**config.mk**
```make
export PLATFORM = sky130hd
export DESIGN_NAME = fpt_sequencer
export DESIGN_NICKNAME = d
export VERILOG_FILES = /design/src/fpt_pkg.sv /design/src/fpt_sequencer.sv /design/src/fpt_tick_gen.sv
export VERILOG_INCLUDE_DIRS = /design/src
export SDC_FILE = /design/constraint.sdc
export NUM_CORES = 1
export LEC_CHECK = 0
export BUFFER_PORTS_ARGS = -buffer_cell sky130_fd_sc_hd__buf_2
export CAP_MARGIN = 20
export CORE_ASPECT_RATIO = 0.8
export CORE_MARGIN = 3
export CORE_UTILIZATION = 45
export DETAILED_ROUTE_END_ITERATION = 6
export SYNTH_ARGS = -nofsm -noshare
export SYNTH_HDL_FRONTEND = slang
export SYNTH_SLANG_ARGS = --single-unit
```
**constraint.sdc**
```tcl
create_clock -name CLK -period 10.8 [get_ports CLK]
set_input_delay 2.16 -clock CLK [delete_from_list [all_inputs] [get_ports CLK]]
set_output_delay 2.16 -clock CLK [all_outputs]
set_load 0.02 [all_outputs]
```
**src/fpt_cfg.svh**
```systemverilog
// Constants for the flash program/erase timing sequencer
`ifndef FPT_CFG_SVH
`define FPT_CFG_SVH
`define FPT_CLK_PERIOD_NS 4
`define FPT_CLK_KHZ (1000000 / `FPT_CLK_PERIOD_NS)
`define FPT_GEN_KHZ_MAX 476
`define FPT_GEN_KHZ_MIN 257
`define FPT_GEN_DIV ((`FPT_CLK_KHZ + `FPT_GEN_KHZ_MAX - 1) / `FPT_GEN_KHZ_MAX)
`define FPT_TICK_W 13
`define FPT_IDX_W 6
`define FPT_TICKS_WORD 13'h023
`define FPT_TICKS_BLK_FIRST 13'h01e
`define FPT_TICKS_BLK_NEXT 13'h015
`define FPT_TICKS_BLK_END 13'h006
`define FPT_TICKS_MASS 13'h14b1
`define FPT_TICKS_SEG 13'h12d3
`define FPT_TICK_ONE 13'h001
`define FPT_IDX_ONE 6'h01
`define FPT_IDX_ZERO 6'h00
`endif

```
**src/fpt_pkg.sv**
```systemverilog
// Types shared by the flash program/erase timing sequencer
package fpt_pkg;
	typedef enum logic [1:0] {
		FPT_OP_WORD = 2'h0,
		FPT_OP_BLOCK = 2'h1,
		FPT_OP_SEG_ERASE = 2'h2,
		FPT_OP_MASS_ERASE = 2'h3
	} fpt_op_type;

	typedef enum logic [6:0] {
		FPT_S_IDLE = 7'h01,
		FPT_S_WORD = 7'h02,
		FPT_S_BLK_FIRST = 7'h04,
		FPT_S_BLK_NEXT = 7'h08,
		FPT_S_BLK_END = 7'h10,
		FPT_S_SEG = 7'h20,
		FPT_S_MASS = 7'h40
	} fpt_state_type;

	typedef struct packed {
		fpt_op_type op;
		logic [5:0] last_idx;
	} fpt_cmd_type;

	typedef struct packed {
		logic prog_en;
		logic erase_en;
		logic mass_en;
	} fpt_array_type;
endpackage

```
**src/fpt_sequencer.sv**
```systemverilog
// Flash program/erase timing sequencer with one fixed slot length per phase
`timescale 1ns/1ps
`include "fpt_cfg.svh"
// Overview of operation
// - A word or byte program lasts 35 timing generator periods from start to end.
// - The first word of a block program occupies 30 timing generator periods.
// - Each of up to 63 further words of a block occupies 21 timing generator periods.
// - A block program closes with a 6-period end-sequence wait before completion.
// - A mass erase lasts 5297 timing generator periods.
// - A segment erase lasts 4819 periods; all counts are fixed and count generator periods.
module fpt_sequencer #(
	parameter int GEN_DIV = `FPT_GEN_DIV
) (
	input wire logic CLK,
	input wire logic SYS_RST,
	input wire logic OP_REQ,
	input fpt_pkg::fpt_cmd_type OP_CMD,
	output logic BUSY,
	output logic DONE,
	output logic REQ_IGNORED,
	output fpt_pkg::fpt_array_type ARRAY_CTRL,
	output logic WORD_STROBE,
	output logic [`FPT_IDX_W-1:0] WORD_IDX
);
	import fpt_pkg::*;

	if (GEN_DIV < 1) begin : g_bad_div
		$error("fpt_sequencer: GEN_DIV must be at least 1");
	end

	fpt_state_type state;
	fpt_state_type next_state;
	logic [`FPT_TICK_W-1:0] tick_cnt;
	logic [`FPT_TICK_W-1:0] slot_len;
	logic [`FPT_IDX_W-1:0] last_idx;
	logic [`FPT_IDX_W-1:0] next_idx;
	logic tick;
	logic slot_end;
	logic next_strobe;
	logic next_done;
	logic accept;

	fpt_tick_gen #(
		.DIV(GEN_DIV)
	) u_tick (
		.clk(CLK),
		.rst(SYS_RST),
		.run(state != FPT_S_IDLE),
		.tick(tick)
	);

	// Slot lengths are hardwired per phase, in generator periods
	always_comb begin
		case (state)
			FPT_S_WORD: slot_len = `FPT_TICKS_WORD;
			FPT_S_BLK_FIRST: slot_len = `FPT_TICKS_BLK_FIRST;
			FPT_S_BLK_NEXT: slot_len = `FPT_TICKS_BLK_NEXT;
			FPT_S_BLK_END: slot_len = `FPT_TICKS_BLK_END;
			FPT_S_MASS: slot_len = `FPT_TICKS_MASS;
			FPT_S_SEG: slot_len = `FPT_TICKS_SEG;
			default: slot_len = `FPT_TICK_ONE;
		endcase
	end

	assign slot_end = tick && (tick_cnt == slot_len - `FPT_TICK_ONE);
	assign accept = OP_REQ && (state == FPT_S_IDLE);

	always_comb begin
		next_state = state;
		next_idx = WORD_IDX;
		next_strobe = 1'b0;
		next_done = 1'b0;
		case (state)
			FPT_S_IDLE: begin
				if (OP_REQ) begin
					next_idx = `FPT_IDX_ZERO;
					case (OP_CMD.op)
						FPT_OP_WORD: begin
							next_state = FPT_S_WORD;
							next_strobe = 1'b1;
						end
						FPT_OP_BLOCK: begin
							next_state = FPT_S_BLK_FIRST;
							next_strobe = 1'b1;
						end
						FPT_OP_SEG_ERASE: next_state = FPT_S_SEG;
						default: next_state = FPT_S_MASS;
					endcase
				end
			end
			FPT_S_WORD, FPT_S_SEG, FPT_S_MASS, FPT_S_BLK_END: begin
				if (slot_end) begin
					next_state = FPT_S_IDLE;
					next_done = 1'b1;
				end
			end
			FPT_S_BLK_FIRST: begin
				if (slot_end) begin
					if (last_idx == `FPT_IDX_ZERO) begin
						next_state = FPT_S_BLK_END;
					end else begin
						next_state = FPT_S_BLK_NEXT;
						next_idx = WORD_IDX + `FPT_IDX_ONE;
						next_strobe = 1'b1;
					end
				end
			end
			FPT_S_BLK_NEXT: begin
				if (slot_end) begin
					if (WORD_IDX == last_idx) begin
						next_state = FPT_S_BLK_END;
					end else begin
						next_idx = WORD_IDX + `FPT_IDX_ONE;
						next_strobe = 1'b1;
					end
				end
			end
			default: next_state = FPT_S_IDLE;
		endcase
	end

	always_ff @(posedge CLK) begin
		if (SYS_RST) begin
			state <= FPT_S_IDLE;
			BUSY <= 1'b0;
		end else begin
			state <= next_state;
			BUSY <= (next_state != FPT_S_IDLE);
		end
	end

	// Period count inside the current slot; restarts at every slot boundary
	always_ff @(posedge CLK) begin
		if (SYS_RST || slot_end || state == FPT_S_IDLE) begin
			tick_cnt <= '0;
		end else if (tick) begin
			tick_cnt <= tick_cnt + `FPT_TICK_ONE;
		end
	end

	// Block length is latched at start; later command changes cannot stretch a block
	always_ff @(posedge CLK) begin
		if (SYS_RST) begin
			last_idx <= `FPT_IDX_ZERO;
		end else if (accept) begin
			last_idx <= OP_CMD.last_idx;
		end
	end

	always_ff @(posedge CLK) begin
		if (SYS_RST) begin
			WORD_IDX <= `FPT_IDX_ZERO;
			WORD_STROBE <= 1'b0;
			DONE <= 1'b0;
			REQ_IGNORED <= 1'b0;
		end else begin
			WORD_IDX <= next_idx;
			WORD_STROBE <= next_strobe;
			DONE <= next_done;
			REQ_IGNORED <= OP_REQ && (state != FPT_S_IDLE);
		end
	end

	always_ff @(posedge CLK) begin
		if (SYS_RST) begin
			ARRAY_CTRL <= '0;
		end else begin
			ARRAY_CTRL.prog_en <= (next_state == FPT_S_WORD) || (next_state == FPT_S_BLK_FIRST)
				|| (next_state == FPT_S_BLK_NEXT);
			ARRAY_CTRL.erase_en <= (next_state == FPT_S_SEG) || (next_state == FPT_S_MASS);
			ARRAY_CTRL.mass_en <= (next_state == FPT_S_MASS);
		end
	end

	// Checking helpers: cycles since operation start and since slot start
	int chk_op_cycles;
	int chk_slot_cycles;
	int chk_words;
	fpt_op_type chk_op;
	localparam int D = GEN_DIV;
	localparam int T_WORD = int'(`FPT_TICKS_WORD) * D;
	localparam int T_BLK_FIRST = int'(`FPT_TICKS_BLK_FIRST) * D;
	localparam int T_BLK_NEXT = int'(`FPT_TICKS_BLK_NEXT) * D;
	localparam int T_BLK_END = int'(`FPT_TICKS_BLK_END) * D;
	localparam int T_MASS = int'(`FPT_TICKS_MASS) * D;
	localparam int T_SEG = int'(`FPT_TICKS_SEG) * D;

	// Strobes counted apart from the index, so a lost or doubled word slot shows up
	always_ff @(posedge CLK) begin
		if (SYS_RST) begin
			chk_words <= 0;
		end else if (accept) begin
			chk_words <= int'(next_strobe);
		end else if (next_strobe) begin
			chk_words <= chk_words + 1;
		end
	end

	always_ff @(posedge CLK) begin
		if (SYS_RST || accept) begin
			chk_op_cycles <= 0;
		end else if (state != FPT_S_IDLE) begin
			chk_op_cycles <= chk_op_cycles + 1;
		end
	end

	always_ff @(posedge CLK) begin
		if (SYS_RST || state != next_state || next_strobe) begin
			chk_slot_cycles <= 0;
		end else begin
			chk_slot_cycles <= chk_slot_cycles + 1;
		end
	end

	always_ff @(posedge CLK) begin
		if (SYS_RST) begin
			chk_op <= FPT_OP_WORD;
		end else if (accept) begin
			chk_op <= OP_CMD.op;
		end
	end

	AST_WORD_TIME: assert property (@(posedge CLK) disable iff (SYS_RST)
		(state == FPT_S_WORD && next_state == FPT_S_IDLE) |-> chk_op_cycles == T_WORD - 1)
		else $error("word program length wrong");
	AST_BLK_FIRST: assert property (@(posedge CLK) disable iff (SYS_RST)
		(state == FPT_S_BLK_FIRST && next_state != FPT_S_BLK_FIRST) |-> chk_slot_cycles == T_BLK_FIRST - 1)
		else $error("first block word length wrong");
	AST_BLK_NEXT: assert property (@(posedge CLK) disable iff (SYS_RST)
		(state == FPT_S_BLK_NEXT && (next_strobe || next_state != state)) |-> chk_slot_cycles == T_BLK_NEXT - 1)
		else $error("further block word length wrong");
	AST_BLK_COUNT: assert property (@(posedge CLK) disable iff (SYS_RST)
		((state == FPT_S_BLK_FIRST || state == FPT_S_BLK_NEXT) && next_state == FPT_S_BLK_END)
		|-> WORD_IDX == last_idx && chk_words == int'(last_idx) + 1)
		else $error("block word count wrong");
	AST_BLK_END: assert property (@(posedge CLK) disable iff (SYS_RST)
		(state == FPT_S_BLK_END && next_state == FPT_S_IDLE) |-> chk_slot_cycles == T_BLK_END - 1 ##1 DONE)
		else $error("block end wait wrong");
	AST_MASS_TIME: assert property (@(posedge CLK) disable iff (SYS_RST)
		$fell(BUSY) && chk_op == FPT_OP_MASS_ERASE |-> chk_op_cycles == T_MASS && DONE)
		else $error("mass erase length wrong");
	AST_SEG_TIME: assert property (@(posedge CLK) disable iff (SYS_RST)
		$fell(BUSY) && chk_op == FPT_OP_SEG_ERASE |-> chk_op_cycles == T_SEG && ARRAY_CTRL == '0)
		else $error("segment erase length wrong");
	AST_BUSY_HOLD: assert property (@(posedge CLK) disable iff (SYS_RST)
		accept |=> BUSY throughout (!DONE [*2]))
		else $error("busy not held after start");
	AST_IGNORE: assert property (@(posedge CLK) disable iff (SYS_RST)
		(OP_REQ && state != FPT_S_IDLE && !slot_end) |=> REQ_IGNORED && $stable(last_idx) && BUSY)
		else $error("request during sequence not ignored");

	COV_WORD: cover property (@(posedge CLK) disable iff (SYS_RST) $fell(BUSY) && chk_op == FPT_OP_WORD);
	COV_BLOCK_MULTI: cover property (@(posedge CLK) disable iff (SYS_RST)
		state == FPT_S_BLK_NEXT && next_state == FPT_S_BLK_END);
	COV_SEG: cover property (@(posedge CLK) disable iff (SYS_RST) $fell(BUSY) && chk_op == FPT_OP_SEG_ERASE);
	COV_IGNORED: cover property (@(posedge CLK) disable iff (SYS_RST) REQ_IGNORED);
endmodule

```
**src/fpt_tick_gen.sv**
```systemverilog
// Flash timing generator: one-cycle tick every DIV clocks while running
`timescale 1ns/1ps
`include "fpt_cfg.svh"
module fpt_tick_gen #(
	parameter int DIV = `FPT_GEN_DIV
) (
	input wire logic clk,
	input wire logic rst,
	input wire logic run,
	output logic tick
);
	localparam int CW = (DIV > 1) ? $clog2(DIV) : 1;
	localparam logic [CW-1:0] LAST = CW'(DIV - 1);
	localparam logic [CW-1:0] ONE = CW'(1);
	logic [CW-1:0] cnt;

	if (DIV < 1) begin : g_bad_div
		$error("fpt_tick_gen: DIV must be at least 1");
	end

	// Phase restarts at zero whenever the sequencer goes idle, so every operation
	// lasts an exact multiple of DIV clocks.
	always_ff @(posedge clk) begin
		if (rst || !run || cnt == LAST) begin
			cnt <= '0;
		end else begin
			cnt <= cnt + ONE;
		end
	end

	assign tick = run && (cnt == LAST);
endmodule

```
==> out/results.tsv, run 1 <==
stage	metric	value	unit
die	die height	76.2	µm
die	initial core utilization	0.486	
global_routing	total congestion overflow	0	
routing	DRT Pass-1 Iters	4	
yosys	synthesized area	2770	µm²
placement	Placement Setup Slack	6890	ps
routing	DR top layer	met4	
clock_network	Hold Buf Count CTS	0	
run	Max-Cap Viols	0	
timing	minimum clock period	3970	ps
global_routing	Total Routing Usage GR	0.188	
placement	Final GP Congestion	0.849	
timing	unrepaired setup endpoints after global routing	no	
clock_network	deepest clock path buffer count	2	
yosys	Seq cells post-synth	49	
routing	Wirelength per Cell	14.6	µm
finish	Area Growth Syn to Fin	8.45	%
yosys	Async S/R FF share, synth	0	
timing	final worst slack	6830	ps
routing	Routed WL	6270	µm
clock_network	CTS sink cnt	49	
yosys	post-synthesis instance total	336	
timing	setup tns final	0	ps
pwr	power density over the cells	114	nW/µm²
die	die width	93.7	µm
timing	fmax	0.252	GHz
placement	placed wire-length estimate	4650	µm
clock_network	CTS tree	built	
worst_setup_path	CP Capture Type	flip-flop	
min_path	HP Class	reg -> reg	
die	Die Area	7140	µm²
die	Rows	24	
routing	wire length on met1	3200	µm
yosys	Mapped Nets	352	
yosys	Yosys warning count	0	
routing	initial DRC count	138	
finish	Nets	366	
routing	Met3 Wirelength	361	µm
yosys	Synth Area per Inst	8.24	µm²
worst_setup_path	critical setup path kind	reg -> reg	
timing	final worst-path cycle share	0.368	
routing	via count	2385	
finish	share of cells above drive strength 1	0.128	
routing	Post-DRT Antenna Nets	0	
die	# IOs	24	
yosys	register area share after synthesis	0.354	
clock_network	post-CTS setup buffers	0	
finish	# fillers	563	
worst_setup_path	Worst setup SP type	flip-flop	
timing	Fin. Hold Viols	0	
yosys	Netlist cell types	64	
die	area of the core	5710	µm²
timing	actual slew at the worst max-slew pin	516	ps
pwr	leakage power	1.12	nW
worst_setup_path	CP required	11050	ps
global_routing	number of global-route vias before repair	2279	
yosys	Post-synth EDFFs	0	
clock_network	worst skew pair latency	310	ps
timing	Clock Skew	6.85	ps
timing	Max Slew Vio Count	0	
clock_network	Worst-path clk slew	100	ps
clock_network	htree depth	2	
pwr	maximum VDD drop	74.7	µV
placement	# port buffers	23	
routing	# DRC	0	
clock_network	Resize count post-CTS	0	
outcome	status	finished clean	
clock_network	clk root buf	clkbuf_8	
global_routing	pin count of the biggest net entering global routing	18	
yosys	dominant synthesized flop cell	dfxtp_1	
routing	met2 WL	2610	µm
clock_network	Num CTS Buffers	5	
routing	average via count per standard cell	5.56	
worst_setup_path	CP Data Arrival Time	4220	ps
finish	Antenna diodes	0	
timing	Slew HR	0.656	
worst_setup_path	crit-path max FO	13	
global_routing	initial antenna violation count	0	
global_routing	first-pass GRT wire length	11100	µm
timing	Final setup violation count	0	
-- sequential cells by signal, summed over array words and instances, names as in the netlist --
name	flops
tick_cnt	13
BUSY	1
WORD_STROBE	1
ARRAY_CTRL	3
last_idx	6
DONE	1
state	7
u_tick.cnt	10
REQ_IGNORED	1
WORD_IDX	6
-- kinds of logic after synthesis --
logic type / synth area share
AO/OA/AOI/OAI: 0.155
XOR/XNOR: 0.114
adder cells (fa/ha/maj): 0.0226
buffers and inverters: 0.0406
flip-flops: 0.354
multiplexers: 0.0108
AND/OR/NAND/NOR: 0.303
-- cells in the final DEF (no fill, tap or decap), types with 3 or more instances in the layout --
master,count
and4_1,3
nor4_1,3
buf_2,23
nor2_1,40
ha_1,5
a21oi_1,24
nand2_1,37
clkbuf_8,6
inv_1,9
nand4_1,11
nand3_1,14
o31ai_1,4
and3_1,6
o21ai_0,5
nor2b_1,3
or4_1,5
xor2_1,24
mux2i_1,3
xnor2_1,12
dfxtp_1,49
nor3_1,10
nor3b_1,4
and2_1,4
-- report_power, final --
group	switching, W	internal (W)	total (W)
Combinational	0.0000226	0.0000121	0.0000347
Sequential	0.00000447	0.000184	0.000189
Clock	0.0000664	0.0000533	0.000120
Total	0.0000935	0.000250	0.000343
-- per-layer routing --
metal | track usage | up-vias
met5 | 0 | -
met4 | 0.0606 | 0
met3 | 0.0395 | 11
met2 | 0.270 | 67
met1 | 0.279 | 1073
li1 | - | 1234
-- metrics by stage --
| step | std cells | utilization | hold WS (ps) | cell area (µm²) | power, W |
|---|---|---|---|---|---|
| 6_report | 429 | 0.527 | 484 | 3000 | 0.000343 |
| 5_1_grt | 429 | 0.527 | 510 | 3000 | 0.000359 |
| 4_1_cts | 429 | 0.527 | 488 | 3000 | 0.000346 |
| 3_5_place_dp | 421 | 0.509 | 475 | 2900 | 0.000228 |
| 3_3_place_gp | 421 | 0.509 | 465 | 2900 | 0.000228 |
| 2_1_floorplan | 336 | - | 451 | 2770 | 0.000217 |
-- worst paths after layout --
kind                                   from          end  slack (ps)  cells past startpoint
worst min-delay path            last_idx[4]  last_idx[4]         480                      2
worst max register to register     state[4]  WORD_IDX[3]        6830                     12
worst max-delay path               state[4]  WORD_IDX[3]        6830                     12
worst min register to register  last_idx[4]  last_idx[4]         480                      2
-- synthesized netlist by cell type, types with 2 or more instances --
library cell	count	area share
nor3b_1	4	0.011
nor2_1	40	0.054
nand2_1	37	0.050
and2_1	4	0.0090
nand3_1	14	0.025
nand4_1	11	0.025
dfxtp_1	49	0.35
inv_1	9	0.012
a21oi_1	24	0.043
nand3b_1	2	0.0054
and4_1	3	0.0095
nor2b_1	3	0.0068
a211oi_1	2	0.0054
o211ai_1	2	0.0054
a2111o_1	2	0.0081
mux2i_1	3	0.011
xnor2_1	12	0.038
and3_1	6	0.014
buf_2	3	0.0054
ha_1	5	0.023
clkbuf_1	10	0.014
o21ai_0	5	0.0090
buf_6	2	0.0081
nor4_1	3	0.0068
o21ai_1	2	0.0036
nor3_1	10	0.018
o31ai_1	4	0.011
nand4b_1	2	0.0063
or4_1	5	0.014
xor2_1	24	0.076
-- area by class of cell --
class / count / area, µm² / area share
flip-flops and latches: 49 / 981 / 0.327
clock inverters: 2 / 17.5 / 0.00583
inverters: 9 / 33.8 / 0.0112
clock buffers: 6 / 82.6 / 0.0275
well taps: 78 / 97.6 / 0.0325
repair buffers: 23 / 115 / 0.0383
multi-input cells: 262 / 1680 / 0.558
-- critical path, cell delays in order (launching register included) --
cell and delay [ps]:
dfxtp_1 470, nor3_2 380, nand4b_1 240, o31a_1 170, ha_1 290, xor2_1 210, or4_1 410, a21oi_1 160
o211ai_1 200, a2111oi_4 370, nand4_2 320, or4_1 540, a21oi_1 140
No activity file was read; power rests on OpenSTA's default activity.
==> run 2, diff against run 1 <==
Settings changed: ABC_AREA from default to 1, PLACE_DENSITY from default to 0.65.
Clock period 10.8 ns to 3.6 ns, I/O delays scaled along.
==> out/results.tsv, run 2 <==
stage	metric	value	unit
global_routing	Total Routing Usage GR	0.197	
placement	placed wire-length estimate	6030	µm
min_path	Hold Startpoint	u_tick.cnt[0]	
pwr	leakage power	1.63	nW
global_routing	first-pass GRT wire length	12600	µm
routing	initial DRC count	186	
pwr	Clock power frac	0.249	
die	# IOs	24	
finish	Top reg by flops	tick_cnt	
worst_setup_path	CP Capture Type	flip-flop	
timing	setup tns final	0	ps
clock_network	CTS tree	built	
worst_setup_path	crit-path max FO	13	
yosys	synthesized area	3100	µm²
timing	worst hold slack	477	ps
timing	fmax	0.331	GHz
worst_setup_path	Critical R2R Capture	tick_cnt[10]	
die	area of the core	6540	µm²
outcome	status	finished clean	
yosys	dominant synthesized flop cell	dfxtp_1	
routing	Routed WL	7490	µm
clock_network	Worst-path clk slew	90	ps
timing	Slew HR	0.681	
yosys	Async S/R FF share, synth	0	
worst_setup_path	CP required	3780	ps
die	die width	98.8	µm
yosys	Yosys top cell area share	0.317	
placement	Final GP Congestion	0.990	
finish	Top Registers	tick_cnt (13), u_tick.cnt (10), state (7)	
clock_network	CTS sink cnt	49	
finish	commonest non-fill, non-tap cell in the layout	nand2_1	
pwr	Seq pwr share	0.441	
yosys	Seq cells post-synth	49	
yosys	register area share after synthesis	0.317	
finish	share of cells above drive strength 1	0.145	
timing	Final setup violation count	0	
clock_network	post-CTS setup buffers	0	
pwr	total power draw	0.00141	W
timing	unrepaired setup endpoints after global routing	no	
yosys	count leader, synth	nand2_1	
timing	Clock Skew	8.81	ps
global_routing	number of global-route vias before repair	2697	
min_path	HP Class	reg -> reg	
pwr	Logic pwr share	0.309	
pwr	switching share of power	0.371	
placement	# port buffers	23	
routing	Post-DRT Antenna Nets	0	
min_path	Hold Crit Depth	1	
timing	final worst-path cycle share	0.839	
yosys	Area contributors post-synth	dfxtp_1 32%, nand2_1 12%, nor2_1 8.7%	
timing	minimum clock period	3020	ps
pwr	power density over the cells	414	nW/µm²
timing	final worst slack	579	ps
worst_setup_path	Worst R2R Setup Slack	580	ps
placement	Placement Setup Slack	597	ps
routing	DRT Pass-1 Iters	7	
timing	actual slew at the worst max-slew pin	476	ps
clock_network	htree depth	2	
yosys	Yosys warning count	0	
yosys	post-synthesis instance total	474	
run	Max-Cap Viols	0	
die	Rows	26	
routing	# DRC	0	
worst_setup_path	CP Data Arrival Time	3200	ps
die	Die Area	7930	µm²
yosys	most frequent cells after synthesis	97 x nand2_1, 72 x nor2_1, 68 x inv_1	
worst_setup_path	Worst R2R Path Depth	19	
clock_network	worst skew pair latency	310	ps
worst_setup_path	RR Startpoint	state[1]	
yosys	Mapped Nets	490	
die	die height	80.2	µm
min_path	WHS Endpoint	u_tick.cnt[0]	
finish	commonest non-fill, non-tap cells in the layout	97 x nand2_1, 72 x nor2_1, 68 x inv_1	
finish	max reg flops	13	
routing	via count	3012	
routing	average via count per standard cell	5.13	
routing	Wirelength per Cell	12.8	µm
worst_setup_path	CP Launch Point	state[1]	
yosys	dominant cell type by area after synthesis	dfxtp_1	
finish	Area Growth Syn to Fin	9.73	%
pwr	P_int	0.000885	W
clock_network	Hold Buf Count CTS	0	
timing	Max Slew Vio Count	0	
global_routing	total congestion overflow	0	
worst_setup_path	critical setup path kind	reg -> reg	
global_routing	initial antenna violation count	0	
worst_setup_path	Worst setup SP type	flip-flop	
die	initial core utilization	0.474	
timing	Fin. Hold Viols	0	
yosys	Post-synth EDFFs	0	
pwr	net switching power	0.000523	W
finish	Antenna diodes	0	
clock_network	Num CTS Buffers	5	
clock_network	clk root buf	clkbuf_8	
pwr	maximum VDD drop	230	µV
clock_network	deepest clock path buffer count	2	
global_routing	pin count of the biggest net entering global routing	16	
clock_network	Resize count post-CTS	0	
yosys	Netlist cell types	34	
yosys	Synth Area per Inst	6.54	µm²
finish	Nets	518	
run 2: cell count changes after synthesis, sizes merged, moves of 5 or more:
cell,before,now
nand2,38,112
clkbuf,10,0
nand3,14,47
xnor2,12,6
a21oi,24,35
or4,6,0
nor2,40,82
xor2,24,2
o21ai,8,14
and3,7,0
buf,6,1
inv,9,74
nor3,11,17
run 2: worst max-delay path, stage by stage (launching register included):
cell and delay (ps):
dfxtp_1 370, inv_1 70, nand2_1 70, nor2_1 220, nand2_4 150, nand3_1 140
nor2_1 50, ha_1 290, nand2_1 70, inv_1 50, nor3_1 130, nand2_1 70
nor2_1 120, nand3_1 80, nor2_1 90, nand3_1 110, nor2_4 140, nand3_4 150
nand2_1 400, nor3_1 90
run 2: cell families after synthesis:
family	synth area share
adders and majority gates	0.0202
and+or+nand+nor	0.438
buffers and inverters	0.0965
DFF	0.317
AOI/OAI and AO/OA	0.0989
xor gates and xnor gates	0.0303
run 2: worst max path at each step:
stage | endpoint | slack [ps] | depth (start not counted)
floorplan | WORD_IDX[3] | 980 | 20
global placement | tick_cnt[2] | 770 | 18
detailed placement | tick_cnt[8] | 600 | 18
CTS | tick_cnt[8] | 570 | 18
global route | tick_cnt[10] | 200 | 19
finish | tick_cnt[10] | 580 | 19
run 2: routing by layer:
metal	GRT usage	part of all wire
met1	0.280	0.52
met2	0.305	0.43
met3	0.0313	0.045
met4	0.0628	0.011
met5	0	0
run 2: final cells by class:
class	count	area, µm²
Tap cell	84	105
Timing Repair Buffer	23	115
Multi-Input combinational cell	348	1820
Fill cell	673	3140
Clock buffer	6	82.6
Sequential cell	49	981
Inverter	75	284
Clock inverter	2	13.8
run 2: power groups by stage:
stage,sequential [W],clock [W],combinational [W]
CTS,0.000622,0.000362,0.000436
detailed placement,0.000634,0,0.000434
global route,0.000627,0.000389,0.000494
global placement,0.000632,0,0.000429
floorplan,0.000649,0,0.000314
finish,0.000622,0.000351,0.000435
run 2: stage by stage:
step | utilization | instances | instance area, µm²
6_report | 0.520 | 587 | 3400
5_1_grt | 0.520 | 587 | 3400
4_1_cts | 0.520 | 587 | 3400
3_5_place_dp | 0.505 | 579 | 3300
3_3_place_gp | 0.505 | 579 | 3300
2_1_floorplan | - | 474 | 3100
